===== src/logic/thermal_limit_map.svh =====
/*
 * Register offsets, field positions, reset values of the thermal limit bank.
 * Assumes an 8-bit register address from the serial target front end.
 */
`ifndef THERMAL_LIMIT_MAP_SVH
`define THERMAL_LIMIT_MAP_SVH

`define TL_ADDR_W               8
`define TL_ADDR_LOWER_LSB       8'h1e
`define TL_ADDR_LOWER_MSB       8'h1f
`define TL_ADDR_CRIT_UPPER_LSB  8'h20
`define TL_ADDR_CRIT_UPPER_MSB  8'h21
`define TL_ADDR_CRIT_LOWER_LSB  8'h22
`define TL_ADDR_CRIT_LOWER_MSB  8'h23
`define TL_ADDR_DEV_STATUS      8'h30

`define TL_RST_LOWER_LSB        8'h00
`define TL_RST_LOWER_MSB        8'h00
`define TL_RST_CRIT_UPPER_LSB   8'h50
`define TL_RST_CRIT_UPPER_MSB   8'h05
`define TL_RST_CRIT_LOWER_LSB   8'h00
`define TL_RST_CRIT_LOWER_MSB   8'h00
`define TL_RST_DEV_STATUS       8'h00

`define TL_PENDING_BIT          7
`define TL_UNMAPPED_READ        8'h00

`endif


===== src/logic/thermal_limit_pkg.sv =====
/*
 * Types shared by the thermal limit bank and its comparator.
 * Assumes thresholds and readings are 16-bit two's complement values.
 */
package thermal_limit_pkg;
    typedef logic signed [15:0] temp_t;
    typedef logic [7:0]         byte_t;
    typedef enum logic [2:0] {
        sel_none       = 3'h0,
        sel_lower_lsb  = 3'h1,
        sel_lower_msb  = 3'h3,
        sel_cupper_lsb = 3'h2,
        sel_cupper_msb = 3'h6,
        sel_clower_lsb = 3'h7,
        sel_clower_msb = 3'h5,
        sel_status     = 3'h4
    } reg_sel_t;
endpackage


===== src/logic/limit_cmp_if.sv =====
/*
 * Carrier between the register bank and its threshold comparator.
 * Assumes both ends sit in the sys_clk domain.
 */
`timescale 1ns/10ps
interface limit_cmp_if;
    thermal_limit_pkg::temp_t reading;
    thermal_limit_pkg::temp_t lower;
    thermal_limit_pkg::temp_t crit_lower;
    logic                     below_lower;
    logic                     above_lower;
    logic                     below_crit_lower;
    logic                     above_crit_lower;

    modport bank (
        output reading, lower, crit_lower,
        input  below_lower, above_lower, below_crit_lower, above_crit_lower
    );
    modport cmp (
        input  reading, lower, crit_lower,
        output below_lower, above_lower, below_crit_lower, above_crit_lower
    );
endinterface


===== src/logic/limit_compare.sv =====
/*
 * Signed threshold comparator for the low and critical-low limits.
 * Assumes inputs are stable registered values; output is combinational.
 */
`timescale 1ns/10ps
module limit_compare (
    limit_cmp_if.cmp c
);
    // Equal to the limit is neither below nor above, so a flag holds there
    assign c.below_lower      = c.reading < c.lower;
    assign c.above_lower      = c.reading > c.lower;
    assign c.below_crit_lower = c.reading < c.crit_lower;
    assign c.above_crit_lower = c.reading > c.crit_lower;
endmodule


===== src/logic/thermal_limit_register_bank.sv =====
/*
 * Thermal limit register bank: low, critical-high and critical-low limits,
 * device status with the pending interrupt flag, and the low-side flags.
 * Assumes a byte register port driven by the serial target front end,
 * a sensed reading with a one-cycle valid strobe, and interrupt events
 * from the neighbouring interrupt logic, all synchronous to sys_clk.
 */
// Summary of operation
// - Two low-limit bytes form the 16-bit lower threshold; both reset to zero.
// - Two bytes form the critical upper threshold; reset 0x50 low, 0x05 high.
// - Two zero-reset bytes form the 16-bit critical lower threshold.
// - Reserved bits are read-only, written as zero, read back as zero.
// - Status bit 7 shows a pending interrupt; bits 6:0 read zero.
// - Low flag sets when reading is below lower limit, clears when above.
// - Critical low flag sets below critical lower limit, clears when above.
// - Global clear drops pending interrupt and temperature flags.
`timescale 1ns/10ps
`include "thermal_limit_map.svh"
module thermal_limit_register_bank (
    // Clock, reset, enable
    input  wire logic                     sys_clk,
    input  wire logic                     rst,
    input  wire logic                     ce,
    // Register port
    input  wire logic [`TL_ADDR_W-1:0]    reg_addr,
    input  wire logic                     reg_wr,
    input  wire logic [7:0]               reg_wdata,
    input  wire logic                     reg_rd,
    output logic      [7:0]               reg_rdata_q,
    // Temperature reading
    input  wire thermal_limit_pkg::temp_t sense_temp,
    input  wire logic                     sense_valid,
    // Interrupt events
    input  wire logic                     ibi_raise,
    input  wire logic                     ibi_done,
    input  wire logic                     clear_all_events,
    // Status and thresholds
    output logic                          pending_interrupt_flag,
    output logic                          below_lower_flag,
    output logic                          below_critical_lower_flag,
    output thermal_limit_pkg::temp_t      lower_threshold_q,
    output thermal_limit_pkg::temp_t      critical_upper_threshold_q,
    output thermal_limit_pkg::temp_t      critical_lower_threshold_q
);
    limit_cmp_if              cmp_bus ();
    thermal_limit_pkg::temp_t reading_q;
    thermal_limit_pkg::reg_sel_t wr_sel;
    thermal_limit_pkg::reg_sel_t rd_sel;
    // Reset byte kept whole so the pending bit is picked out at its position
    localparam thermal_limit_pkg::byte_t status_rst = `TL_RST_DEV_STATUS;

    function automatic thermal_limit_pkg::reg_sel_t decode(input logic [`TL_ADDR_W-1:0] a);
        case (a)
            `TL_ADDR_LOWER_LSB:      decode = thermal_limit_pkg::sel_lower_lsb;
            `TL_ADDR_LOWER_MSB:      decode = thermal_limit_pkg::sel_lower_msb;
            `TL_ADDR_CRIT_UPPER_LSB: decode = thermal_limit_pkg::sel_cupper_lsb;
            `TL_ADDR_CRIT_UPPER_MSB: decode = thermal_limit_pkg::sel_cupper_msb;
            `TL_ADDR_CRIT_LOWER_LSB: decode = thermal_limit_pkg::sel_clower_lsb;
            `TL_ADDR_CRIT_LOWER_MSB: decode = thermal_limit_pkg::sel_clower_msb;
            `TL_ADDR_DEV_STATUS:     decode = thermal_limit_pkg::sel_status;
            default:                 decode = thermal_limit_pkg::sel_none;
        endcase
    endfunction

    assign wr_sel = reg_wr ? decode(reg_addr) : thermal_limit_pkg::sel_none;
    assign rd_sel = decode(reg_addr);

    assign cmp_bus.reading    = reading_q;
    assign cmp_bus.lower      = lower_threshold_q;
    assign cmp_bus.crit_lower = critical_lower_threshold_q;

    limit_compare u_cmp (
        .c (cmp_bus)
    );

    // Limit bytes; full bytes, so no reserved bits to mask on write
    always_ff @(posedge sys_clk) begin
        if (rst) begin
            lower_threshold_q          <= {`TL_RST_LOWER_MSB, `TL_RST_LOWER_LSB};
            critical_upper_threshold_q <= {`TL_RST_CRIT_UPPER_MSB,
                                           `TL_RST_CRIT_UPPER_LSB};
            critical_lower_threshold_q <= {`TL_RST_CRIT_LOWER_MSB,
                                           `TL_RST_CRIT_LOWER_LSB};
        end else if (ce) begin
            case (wr_sel)
                thermal_limit_pkg::sel_lower_lsb:  lower_threshold_q[7:0]  <= reg_wdata;
                thermal_limit_pkg::sel_lower_msb:  lower_threshold_q[15:8] <= reg_wdata;
                thermal_limit_pkg::sel_cupper_lsb: begin
                    critical_upper_threshold_q[7:0] <= reg_wdata;
                end
                thermal_limit_pkg::sel_cupper_msb: begin
                    critical_upper_threshold_q[15:8] <= reg_wdata;
                end
                thermal_limit_pkg::sel_clower_lsb: begin
                    critical_lower_threshold_q[7:0] <= reg_wdata;
                end
                thermal_limit_pkg::sel_clower_msb: begin
                    critical_lower_threshold_q[15:8] <= reg_wdata;
                end
                // Status is read-only; writes there and elsewhere are dropped
                default: ;
            endcase
        end
    end

    // Readback; reserved status bits come back as zero
    always_ff @(posedge sys_clk) begin
        if (rst) begin
            reg_rdata_q <= `TL_UNMAPPED_READ;
        end else if (ce && reg_rd) begin
            case (rd_sel)
                thermal_limit_pkg::sel_lower_lsb:  reg_rdata_q <= lower_threshold_q[7:0];
                thermal_limit_pkg::sel_lower_msb:  reg_rdata_q <= lower_threshold_q[15:8];
                thermal_limit_pkg::sel_cupper_lsb: reg_rdata_q <= critical_upper_threshold_q[7:0];
                thermal_limit_pkg::sel_cupper_msb: reg_rdata_q <= critical_upper_threshold_q[15:8];
                thermal_limit_pkg::sel_clower_lsb: reg_rdata_q <= critical_lower_threshold_q[7:0];
                thermal_limit_pkg::sel_clower_msb: reg_rdata_q <= critical_lower_threshold_q[15:8];
                thermal_limit_pkg::sel_status: begin
                    reg_rdata_q <= {pending_interrupt_flag, 7'h00};
                end
                default: reg_rdata_q <= `TL_UNMAPPED_READ;
            endcase
        end
    end

    // Reading is held so flags compare against a stable sample
    always_ff @(posedge sys_clk) begin
        if (rst) begin
            reading_q <= 16'sh0000;
        end else if (ce && sense_valid) begin
            reading_q <= sense_temp;
        end
    end

    // Compare one cycle after the sample lands in reading_q
    logic eval_q;
    always_ff @(posedge sys_clk) begin
        if (rst) begin
            eval_q <= 1'b0;
        end else if (ce) begin
            eval_q <= sense_valid;
        end
    end

    // A fresh below or above result wins over a global clear in the same cycle; at equality the clear wins
    always_ff @(posedge sys_clk) begin
        if (rst) begin
            below_lower_flag <= 1'b0;
        end else if (ce) begin
            if (eval_q && cmp_bus.below_lower) begin
                below_lower_flag <= 1'b1;
            end else if (eval_q && cmp_bus.above_lower) begin
                below_lower_flag <= 1'b0;
            end else if (clear_all_events) begin
                below_lower_flag <= 1'b0;
            end
        end
    end

    always_ff @(posedge sys_clk) begin
        if (rst) begin
            below_critical_lower_flag <= 1'b0;
        end else if (ce) begin
            if (eval_q && cmp_bus.below_crit_lower) begin
                below_critical_lower_flag <= 1'b1;
            end else if (eval_q && cmp_bus.above_crit_lower) begin
                below_critical_lower_flag <= 1'b0;
            end else if (clear_all_events) begin
                below_critical_lower_flag <= 1'b0;
            end
        end
    end

    // Pending interrupt; a new event beats a clear arriving with it
    always_ff @(posedge sys_clk) begin
        if (rst) begin
            pending_interrupt_flag <= status_rst[`TL_PENDING_BIT];
        end else if (ce) begin
            if (ibi_raise) begin
                pending_interrupt_flag <= 1'b1;
            end else if (clear_all_events || ibi_done) begin
                pending_interrupt_flag <= 1'b0;
            end
        end
    end

    property p_lower_write;
        @(posedge sys_clk) disable iff (rst)
        (ce && reg_wr && reg_addr == `TL_ADDR_LOWER_MSB)
            |=> lower_threshold_q[15:8] == $past(reg_wdata);
    endproperty
    a_lower_write: assert property (p_lower_write) else $error("lower msb not stored");

    property p_cupper_reset;
        @(posedge sys_clk)
        rst |=> critical_upper_threshold_q == 16'sh0550;
    endproperty
    a_cupper_reset: assert property (p_cupper_reset) else $error("crit upper reset wrong");

    property p_clower_write;
        @(posedge sys_clk) disable iff (rst)
        (ce && reg_wr && reg_addr == `TL_ADDR_CRIT_LOWER_LSB)
            |=> critical_lower_threshold_q[7:0] == $past(reg_wdata)
                && $stable(critical_lower_threshold_q[15:8]);
    endproperty
    a_clower_write: assert property (p_clower_write) else $error("crit lower lsb wrong");

    property p_reserved_zero;
        @(posedge sys_clk) disable iff (rst)
        (ce && reg_rd && reg_addr == `TL_ADDR_DEV_STATUS) |=> reg_rdata_q[6:0] == 7'h00;
    endproperty
    a_reserved_zero: assert property (p_reserved_zero) else $error("reserved bits nonzero");

    property p_status_read;
        @(posedge sys_clk) disable iff (rst)
        (ce && reg_rd && reg_addr == `TL_ADDR_DEV_STATUS)
            |=> reg_rdata_q[7] == $past(pending_interrupt_flag);
    endproperty
    a_status_read: assert property (p_status_read) else $error("status bit 7 wrong");

    property p_low_flag;
        @(posedge sys_clk) disable iff (rst)
        (ce && sense_valid && sense_temp < lower_threshold_q && !(reg_wr))
            ##1 ce |=> below_lower_flag;
    endproperty
    a_low_flag: assert property (p_low_flag) else $error("low flag not set");

    property p_crit_low_clear;
        @(posedge sys_clk) disable iff (rst)
        (ce && sense_valid && sense_temp > critical_lower_threshold_q && !(reg_wr))
            ##1 ce |=> !below_critical_lower_flag;
    endproperty
    a_crit_low_clear: assert property (p_crit_low_clear) else $error("crit low flag stuck");

    property p_global_clear;
        @(posedge sys_clk) disable iff (rst)
        (ce && clear_all_events && !ibi_raise) |=> !pending_interrupt_flag;
    endproperty
    a_global_clear: assert property (p_global_clear) else $error("pending not cleared");
endmodule


===== config.mk =====
export PLATFORM = sky130hd
export DESIGN_NAME = thermal_limit_register_bank
export DESIGN_NICKNAME = d
export VERILOG_FILES = /design/src/logic/thermal_limit_pkg.sv /design/src/logic/limit_cmp_if.sv /design/src/logic/limit_compare.sv /design/src/logic/thermal_limit_register_bank.sv
export VERILOG_INCLUDE_DIRS = /design/src /design/src/logic
export SDC_FILE = /design/constraint.sdc
export NUM_CORES = 1
export LEC_CHECK = 0
export BUFFER_PORTS_ARGS = -buffer_cell sky130_fd_sc_hd__buf_4
export CORE_UTILIZATION = 35
export CTS_BUF_LIST = sky130_fd_sc_hd__clkbuf_4
export DETAILED_ROUTE_END_ITERATION = 10
export PLACE_DENSITY = 0.56
export SYNTH_ARGS = -nofsm -noshare
export SYNTH_HDL_FRONTEND = slang
export SYNTH_SLANG_ARGS = --single-unit

===== constraint.sdc =====
create_clock -name sys_clk -period 4.91 [get_ports sys_clk]
set_input_delay 1.2275 -clock sys_clk [delete_from_list [all_inputs] [get_ports sys_clk]]
set_output_delay 1.2275 -clock sys_clk [all_outputs]
set_load 0.05 [all_outputs]

==> results.ini, run 1 <==
[cts]
ctsHtreeMaxLevel=3
clk_latency_ns=0.43
holdBufCountCts=0
cts_tree=yes
clkTransAtPathRegs_ns=0.12
root_buffer=clkbuf_4
cts_inserted_buffers=9
postCtsResizedCells=0
cts_buffer_depth=2
clock_sinks=76
cts_setup_buffers=0

[yosys]
syn_area_per_cell_sq_um=9.04
synthFlopType=dfxtp_1
synth_area_leaders=dfxtp_1 (37%), mux2i_1 (13%), ha_1 (9.8%)
syn_inst=452
ys_async_sr_fraction_pct=0
synth-edff-count=0
synth.ff_latch_count=76
yosysTopAreaCellShare_pct=37.3
netlist-cell-type-count=47
yosysSeqAreaShare_pct=37.3
synth_nets=525
synth.cell_area_sq_mm=0.00408
yosys_warnings=0
yosysTopAreaCell=dfxtp_1

[power]
ir_drop_mv=0.147
p_per_area_mw_per_mm2=239
p_leak_nw=2.29
finalPower_mw=1.21

[critical_path]
critPathMaxFanout=12
critPathCaptureType=flop
crit_type=input pin to flop
regToRegStartpoint=critical_lower_threshold_q[15]
cp-start-kind=input pin
crit_path_start=reg_addr[4]
cp.required_ns=5.21
worstPathArrival_ns=3.02

[floorplan]
chipHeight_um=110
io_pins=100
fp-row-count=39
fp.dieW_um=110
coreArea_sq_mm=0.0114
die_area_sq_mm=0.0121
initial_utilization_pct=35.8

[sta]
worst_pin_slew_ns=0.763
fin_crit_sh_pct=55.4
max_clock_freq_ghz=0.367
tns_ns=0
rsz0062_at_grt=no
holdWs_ns=0.470
setup_viol=0
hold_violations=0
final_max_slew_viol_count=0
setup_ws_ns=2.19
relSlewSlack_pct=49.1
fin_worst_skew_ns=0.0183
period_minus_slack_ns=2.72

[routing]
routed_wirelength_um=11600
via_per_inst=5.11
wl_per_cell_um=16.8
drc=0
ant_nets=0
vias=3518
drt_iter0_drc=160
first_pass_iters=4

[outcome]
outcome=finished, final reports clean

[global_routing]
antenna_found_initial=0
first_global_vias=3276
grt_max_degree=76
grt_pass1_wl_um=17800
track_usage_pct=19.8
overflow=0

[placed_design]
dpl.hpwl_um=8840
place_ws_ns=1.73
portBuffers=99
gp_congestion=0.825
placed_cell_area_sq_mm=0.00490

[run]
drv_cap=0

[cells_and_area]
layout_common_cells=buf_4 (99), dfxtp_1 (76), nor2_1 (56)
layout.cells.most_common=buf_4
antennaDiodeCount=0
fin_area_sq_mm=0.00505
nets=614
fillers=1170
drive_gt1_share_pct=23.3
syn_to_final_growth_pct=23.7

[min_path]
hold_path.startpoint=cmp_bus.reading[0]
hp-class=flop to flop

## Yosys cell counts, types with 5 or more instances
cell type / number
o21ai_0: 11
nand4_1: 10
nor2_1: 56
ha_1: 32
clkbuf_1: 10
a22o_1: 5
dfxtp_1: 76
a21oi_1: 34
inv_1: 34
nand2_1: 50
mux2i_1: 54
nor2b_1: 7
buf_2: 7
mux4_2: 6
## final timing paths
check,end,slack [ns],cells past startpoint
worst max-delay path,critical_lower_threshold_q[4],2.19,6
worst max register to register,below_critical_lower_flag,2.80,6
worst min register to register,cmp_bus.reading[0],0.47,2
worst min-delay path,cmp_bus.reading[0],0.47,2
## critical path, cell delays in order
cell and delay (ns):
buf_4 0.13, nor4b_2 0.37, and2_2 0.40, nand4b_1 0.52
mux2i_1 0.31, nor2_1 0.06
## area by class of cell
class	instances	area (sq um)	share of cell area, %
multi-input combinational	321	2330	46.1
sequential	76	1520	30.1
timing repair buffer	99	743	14.7
tap	143	179	3.54
inverter	34	128	2.53
clock inverter	5	77.6	1.54
clock buffer	10	75.1	1.49
## report_power, final
| part | switching, mW | internal [mW] |
|---|---|---|
| logic | 0.0831 | 0.0635 |
| clock network | 0.222 | 0.208 |
| registers | 0.00731 | 0.624 |
| total | 0.312 | 0.896 |
## flip-flops by register name, summed over array words and instances, names as in the netlist
name,cells
lower_threshold_q,16
pending_interrupt_flag,1
eval_q,1
critical_lower_threshold_q,16
below_lower_flag,1
cmp_bus.reading,16
below_critical_lower_flag,1
critical_upper_threshold_q,16
reg_rdata_q,8
## metal layers
metal	global-route usage, %	vias up	wire, um
met5	0	-	0
met2	31.6	100	5330
met3	2.53	13	520
li1	-	1771	-
met1	27.1	1634	5550
met4	7.43	0	153
## stage by stage
stage	util, %	instances
finish	44.2	688
global route	44.2	688
CTS	44.2	688
detailed placement	42.9	673
global placement	42.9	673
floorplan	-	452
## cell families after synthesis
family                   after synthesis  synth area share (%)
AO/OA/AOI/OAI                         81                  13.3
adder cells (fa/ha/maj)               32                  9.80
buffers and inverters                 55                  5.73
flip-flops                            76                  37.3
multiplexers                          60                  16.5
AND/OR/NAND/NOR                      148                  17.3
(Power assumes the default switching activity.)
==> run 2: changes to the inputs <==
Settings changed: ABC_AREA set to 1.
Clock period 4.91 ns to 2.75 ns, I/O delays scaled along.
==> results.ini, run 2 <==
[outcome]
outcome=finished, final reports clean

[sta]
setup_viol=0
holdWs_ns=0.469
fin_worst_skew_ns=0.0289
hold_violations=0
tns_ns=0
worst_pin_slew_ns=0.587
final_max_slew_viol_count=0
period_minus_slack_ns=1.97
max_clock_freq_ghz=0.508
fin_crit_sh_pct=71.6
setup_ws_ns=0.780
relSlewSlack_pct=60.8
rsz0062_at_grt=no

[critical_path]
reg2reg_to=below_lower_flag
cp.required_ns=3.09
worstPathArrival_ns=2.31
cp-start-kind=input pin
crit_type=input pin to flop
regToRegStartpoint=lower_threshold_q[11]
rr_worst_depth=8
critPathMaxFanout=19
reg2reg_slack_ns=0.95
critPathCaptureType=flop

[yosys]
synth.cell_area_sq_mm=0.00432
synth_most_common_cell=nand2_1
syn_inst=652
yosysTopAreaCell=dfxtp_1
synth_nets=725
yosys_warnings=0
synth-edff-count=0
ys_async_sr_fraction_pct=0
synth_area_leaders=dfxtp_1 (35%), nand2_1 (14%), nor2_1 (12%)
yosysTopAreaCellShare_pct=35.2
yosysSeqAreaShare_pct=35.2
syn_area_per_cell_sq_um=6.63
synthFlopType=dfxtp_1
synth_common_cells=nand2_1 (158), nor2_1 (139), dfxtp_1 (76)
synth.ff_latch_count=76
netlist-cell-type-count=28

[global_routing]
grt_pass1_wl_um=21700
grt_max_degree=65
antenna_found_initial=1
first_global_vias=4058
track_usage_pct=22.7
overflow=0

[cells_and_area]
fin_area_sq_mm=0.00534
final-instance-count-excl-fill=903
syn_to_final_growth_pct=23.6
layout.cells.most_common=nand2_1
fillers=1284
final_util_pct=44.5
drive_gt1_share_pct=18.3
nets=823
layout_common_cells=nand2_1 (158), nor2_1 (139), buf_4 (102)

[cts]
cts_buffer_depth=2
cts_setup_buffers=0
holdBufCountCts=0
cts_tree=yes
root_buffer=clkbuf_4
clock_sinks=76
ctsHtreeMaxLevel=3
cts_inserted_buffers=9
clk_latency_ns=0.46
postCtsResizedCells=0
clkTransAtPathRegs_ns=0.13

[power]
clkPwrFrac_pct=35.2
p_switching_mw=0.624
finalPower_mw=2.24
ir_drop_mv=0.198
p_leak_nw=2.60
p_per_area_mw_per_mm2=418
p_int_mw=1.61
p_seq_share_pct=50.9
switching_share_pct=27.9
comb_power_share_pct=13.9

[placed_design]
numPlacedInstances=886
gp_congestion=0.906
portBuffers=99
place_ws_ns=0.302
placed_cell_area_sq_mm=0.00519
dpl.hpwl_um=10600

[routing]
vias=4364
first_pass_iters=5
routed_wirelength_um=13700
drt_iter0_drc=233
via_per_inst=4.83
wl_per_cell_um=15.1
ant_nets=0
drc=0

[floorplan]
fp.dieW_um=113
die_area_sq_mm=0.0128
chipHeight_um=113
coreArea_sq_mm=0.0120
fp-row-count=40
io_pins=100
initial_utilization_pct=36.0

[min_path]
min_path_cells=2
worstHoldEndpoint=eval_q
hp-class=flop to flop
hold_path.startpoint=eval_q

[run]
drv_cap=0

[run 2: cell types whose count changed in the layout (fill, tap and decap cells not counted), moves of 8 or more]
cell     change
nand2_1    +108
nor2_1      +83
mux2i_1     -54
o21ai_0     +42
inv_1       +40
nand3_1     +30
nor3_1      +20
a21oi_1     -12
nand4_1      -8
[run 2: power groups by stage]
stage | clock network [mW] | registers [mW] | logic [mW]
after floorplan | 0 | 1.17 | 0.183
after global placement | 0 | 1.16 | 0.302
after detailed placement | 0 | 1.16 | 0.309
after CTS | 0.805 | 1.14 | 0.311
after global routing | 0.856 | 1.14 | 0.357
final | 0.788 | 1.14 | 0.311
[run 2: layer usage]
layer / share of wire (%) / GRT usage (%) / vias to the layer above
met1: 48 / 31.5 / 1928
met5: 0 / 0 / -
met3: 6.2 / 4.55 / 29
met2: 43 / 33.4 / 147
li1: - / - / 2260
met4: 3.0 / 10.8 / 0
[run 2: critical path, cell delays in order]
cell     delay (ns)
buf_4          0.11
nor2_1         0.20
nand4_2        0.20
o21ai_2        0.25
nand3_4        0.29
nor2_4         0.31
inv_2          0.12
nand2_1        0.07
nand3_1        0.05
[run 2: worst max path at each step]
stage	from	endpoint	slack (ns)	cells after the start
after CTS	reg_addr[7]	critical_upper_threshold_q[10]	0.81	9
after global routing	reg_addr[7]	critical_upper_threshold_q[10]	0.61	9
final	reg_addr[7]	critical_upper_threshold_q[10]	0.78	9
after floorplan	reg_addr[7]	critical_lower_threshold_q[13]	0.79	7
after global placement	reg_addr[7]	critical_upper_threshold_q[8]	0.39	9
after detailed placement	reg_addr[7]	critical_upper_threshold_q[10]	0.30	9
[run 2: logic make-up after synthesis]
| kind of cell | after synthesis | synth area share, % |
|---|---|---|
| adder cells (fa/ha/maj) | 32 | 9.26 |
| flip-flops | 76 | 35.2 |
| buffers and inverters | 94 | 8.86 |
| AND/OR/NAND/NOR | 369 | 36.7 |
| AO/OA/AOI/OAI | 81 | 9.96 |
[run 2: cell type report]
cell class / count / area [sq um] / area share, %
antenna: 1 / 2.50 / 0.0468
clock buffer: 10 / 75.1 / 1.41
clock inverter: 6 / 78.8 / 1.48
inverter: 79 / 298 / 5.57
multi-input combinational: 482 / 2420 / 45.2
sequential: 76 / 1520 / 28.5
tap: 147 / 184 / 3.44
timing repair buffer: 102 / 766 / 14.3
==> run 3: changes to the inputs <==
Settings changed: ABC_AREA 1 to 0.
Clock period 2.75 ns to 2.1 ns, I/O delays scaled along.
==> results.ini, run 3 (synthesis results as in run 1) <==
[sta]
rsz0062_at_grt=no
hold_violations=0
setup_viol=0
fin_worst_skew_ns=0.0222
max_clock_freq_ghz=0.504
fin_crit_sh_pct=94.4
period_minus_slack_ns=1.98
final_max_slew_viol_count=0
worst_pin_slew_ns=0.501
setup_ws_ns=0.118
relSlewSlack_pct=66.5
holdWs_ns=0.323

[placed_design]
dpl.hpwl_um=9270
portBuffers=99
gp_congestion=0.832
place_ws_ns=0.0468

[global_routing]
track_usage_pct=20.6
grt_max_degree=33
grt_pass1_wl_um=18400
antenna_found_initial=1
overflow=0
first_global_vias=3516

[cells_and_area]
layout.cells.most_common=buf_4
drive_gt1_share_pct=27.3
syn_to_final_growth_pct=27.0
nets=634
layout_common_cells=buf_4 (119), dfxtp_1 (67), nor2_1 (56)

[routing]
wl_per_cell_um=16.6
first_pass_iters=4
vias=3644
via_per_inst=5.14
ant_nets=0
routed_wirelength_um=11800
drc=0
drt_iter0_drc=239

[critical_path]
cp-start-kind=flop
reg2reg_slack_ns=0.12
critPathMaxFanout=4
reg2reg_to=below_critical_lower_flag
crit_path_start=critical_lower_threshold_q[11]
rr_worst_depth=6
cp.required_ns=2.44
crit_type=flop to flop
critPathCaptureType=flop
worstPathArrival_ns=2.32
regToRegStartpoint=critical_lower_threshold_q[11]

[min_path]
worstHoldEndpoint=cmp_bus.reading[14]
hp-class=input pin to flop
min_path_cells=3
hold_path.startpoint=sense_temp[14]

[outcome]
outcome=finished, final reports clean

[cts]
ctsHtreeMaxLevel=3
postCtsResizedCells=0
clock_sinks=76
cts_buffer_depth=2
clkTransAtPathRegs_ns=0.12
holdBufCountCts=0
clk_latency_ns=0.44
root_buffer=clkbuf_4
cts_inserted_buffers=9
cts_tree=yes
cts_setup_buffers=0

[floorplan]
initial_utilization_pct=35.8
chipHeight_um=110
io_pins=100
die_area_sq_mm=0.0121
fp-row-count=39
fp.dieW_um=110
coreArea_sq_mm=0.0114

[power]
p_leak_nw=2.38
ir_drop_mv=0.211
finalPower_mw=2.70
p_per_area_mw_per_mm2=521

[run]
drv_cap=0

run 3: cell count changes in the layout (fill, tap and decap cells not counted), moves of 9 or more:
cell     delta
nand2_1   -108
nor2_1     -83
mux2i_1    +54
o21ai_0    -42
inv_1      -40
nand3_1    -30
nor3_1     -20
buf_4      +17
a21oi_1    +12
dfxtp_1     -9
dfxtp_2     +9
run 3: through the flow:
| stage | TNS [ns] | std cells | utilization (%) | area, sq um |
|---|---|---|---|---|
| 4_1_cts | 0 | 708 | 45.4 | 5180 |
| 5_1_grt | 0 | 709 | 45.4 | 5190 |
| 2_1_floorplan | -0.00458 | 452 | - | 4100 |
| 3_5_place_dp | 0 | 693 | 44.3 | 5060 |
| 6_report | 0 | 709 | 45.4 | 5190 |
| 3_3_place_gp | 0 | 693 | 44.3 | 5060 |
run 3: where the power goes:
group          total (mW)  switching [mW]  internal, mW
Sequential           1.48          0.0179          1.46
Combinational       0.353           0.198         0.154
Clock               0.874           0.501         0.373
Total                2.70           0.717          1.99
run 3: worst max-delay path, stage by stage (launching register included):
cell and delay, ns:
dfxtp_1 0.46, inv_1 0.07, ha_1 0.32, nand4_1 0.16, a2111o_1 0.39, and3_1 0.18
a311o_1 0.30
run 3: area by class of cell:
cell class | instances | area (sq um)
Clock buffer | 11 | 82.6
Tap cell | 143 | 179
Multi-Input combinational cell | 321 | 2330
Sequential cell | 76 | 1530
Clock inverter | 4 | 41.3
Fill cell | 1189 | 6230
Inverter | 34 | 128
Antenna cell | 1 | 2.50
Timing Repair Buffer | 119 | 893
run 3: how the worst max path moves through the flow:
stage,slack [ns],cells past startpoint,to
6_report,0.12,6,below_critical_lower_flag
5_1_grt,0.03,6,below_lower_flag
3_5_place_dp,0.05,8,lower_threshold_q[0]
2_1_floorplan,-0.005,6,below_critical_lower_flag
4_1_cts,0.13,6,below_lower_flag
3_3_place_gp,0.06,8,lower_threshold_q[0]
run 3: layer usage:
layer / up-vias / GRT usage [%] / wire length, um
met5: - / 0 / 0
met4: 0 / 8.67 / 192
met3: 15 / 3.70 / 738
met2: 123 / 32.5 / 5460
met1: 1696 / 27.6 / 5390
li1: 1810 / - / -
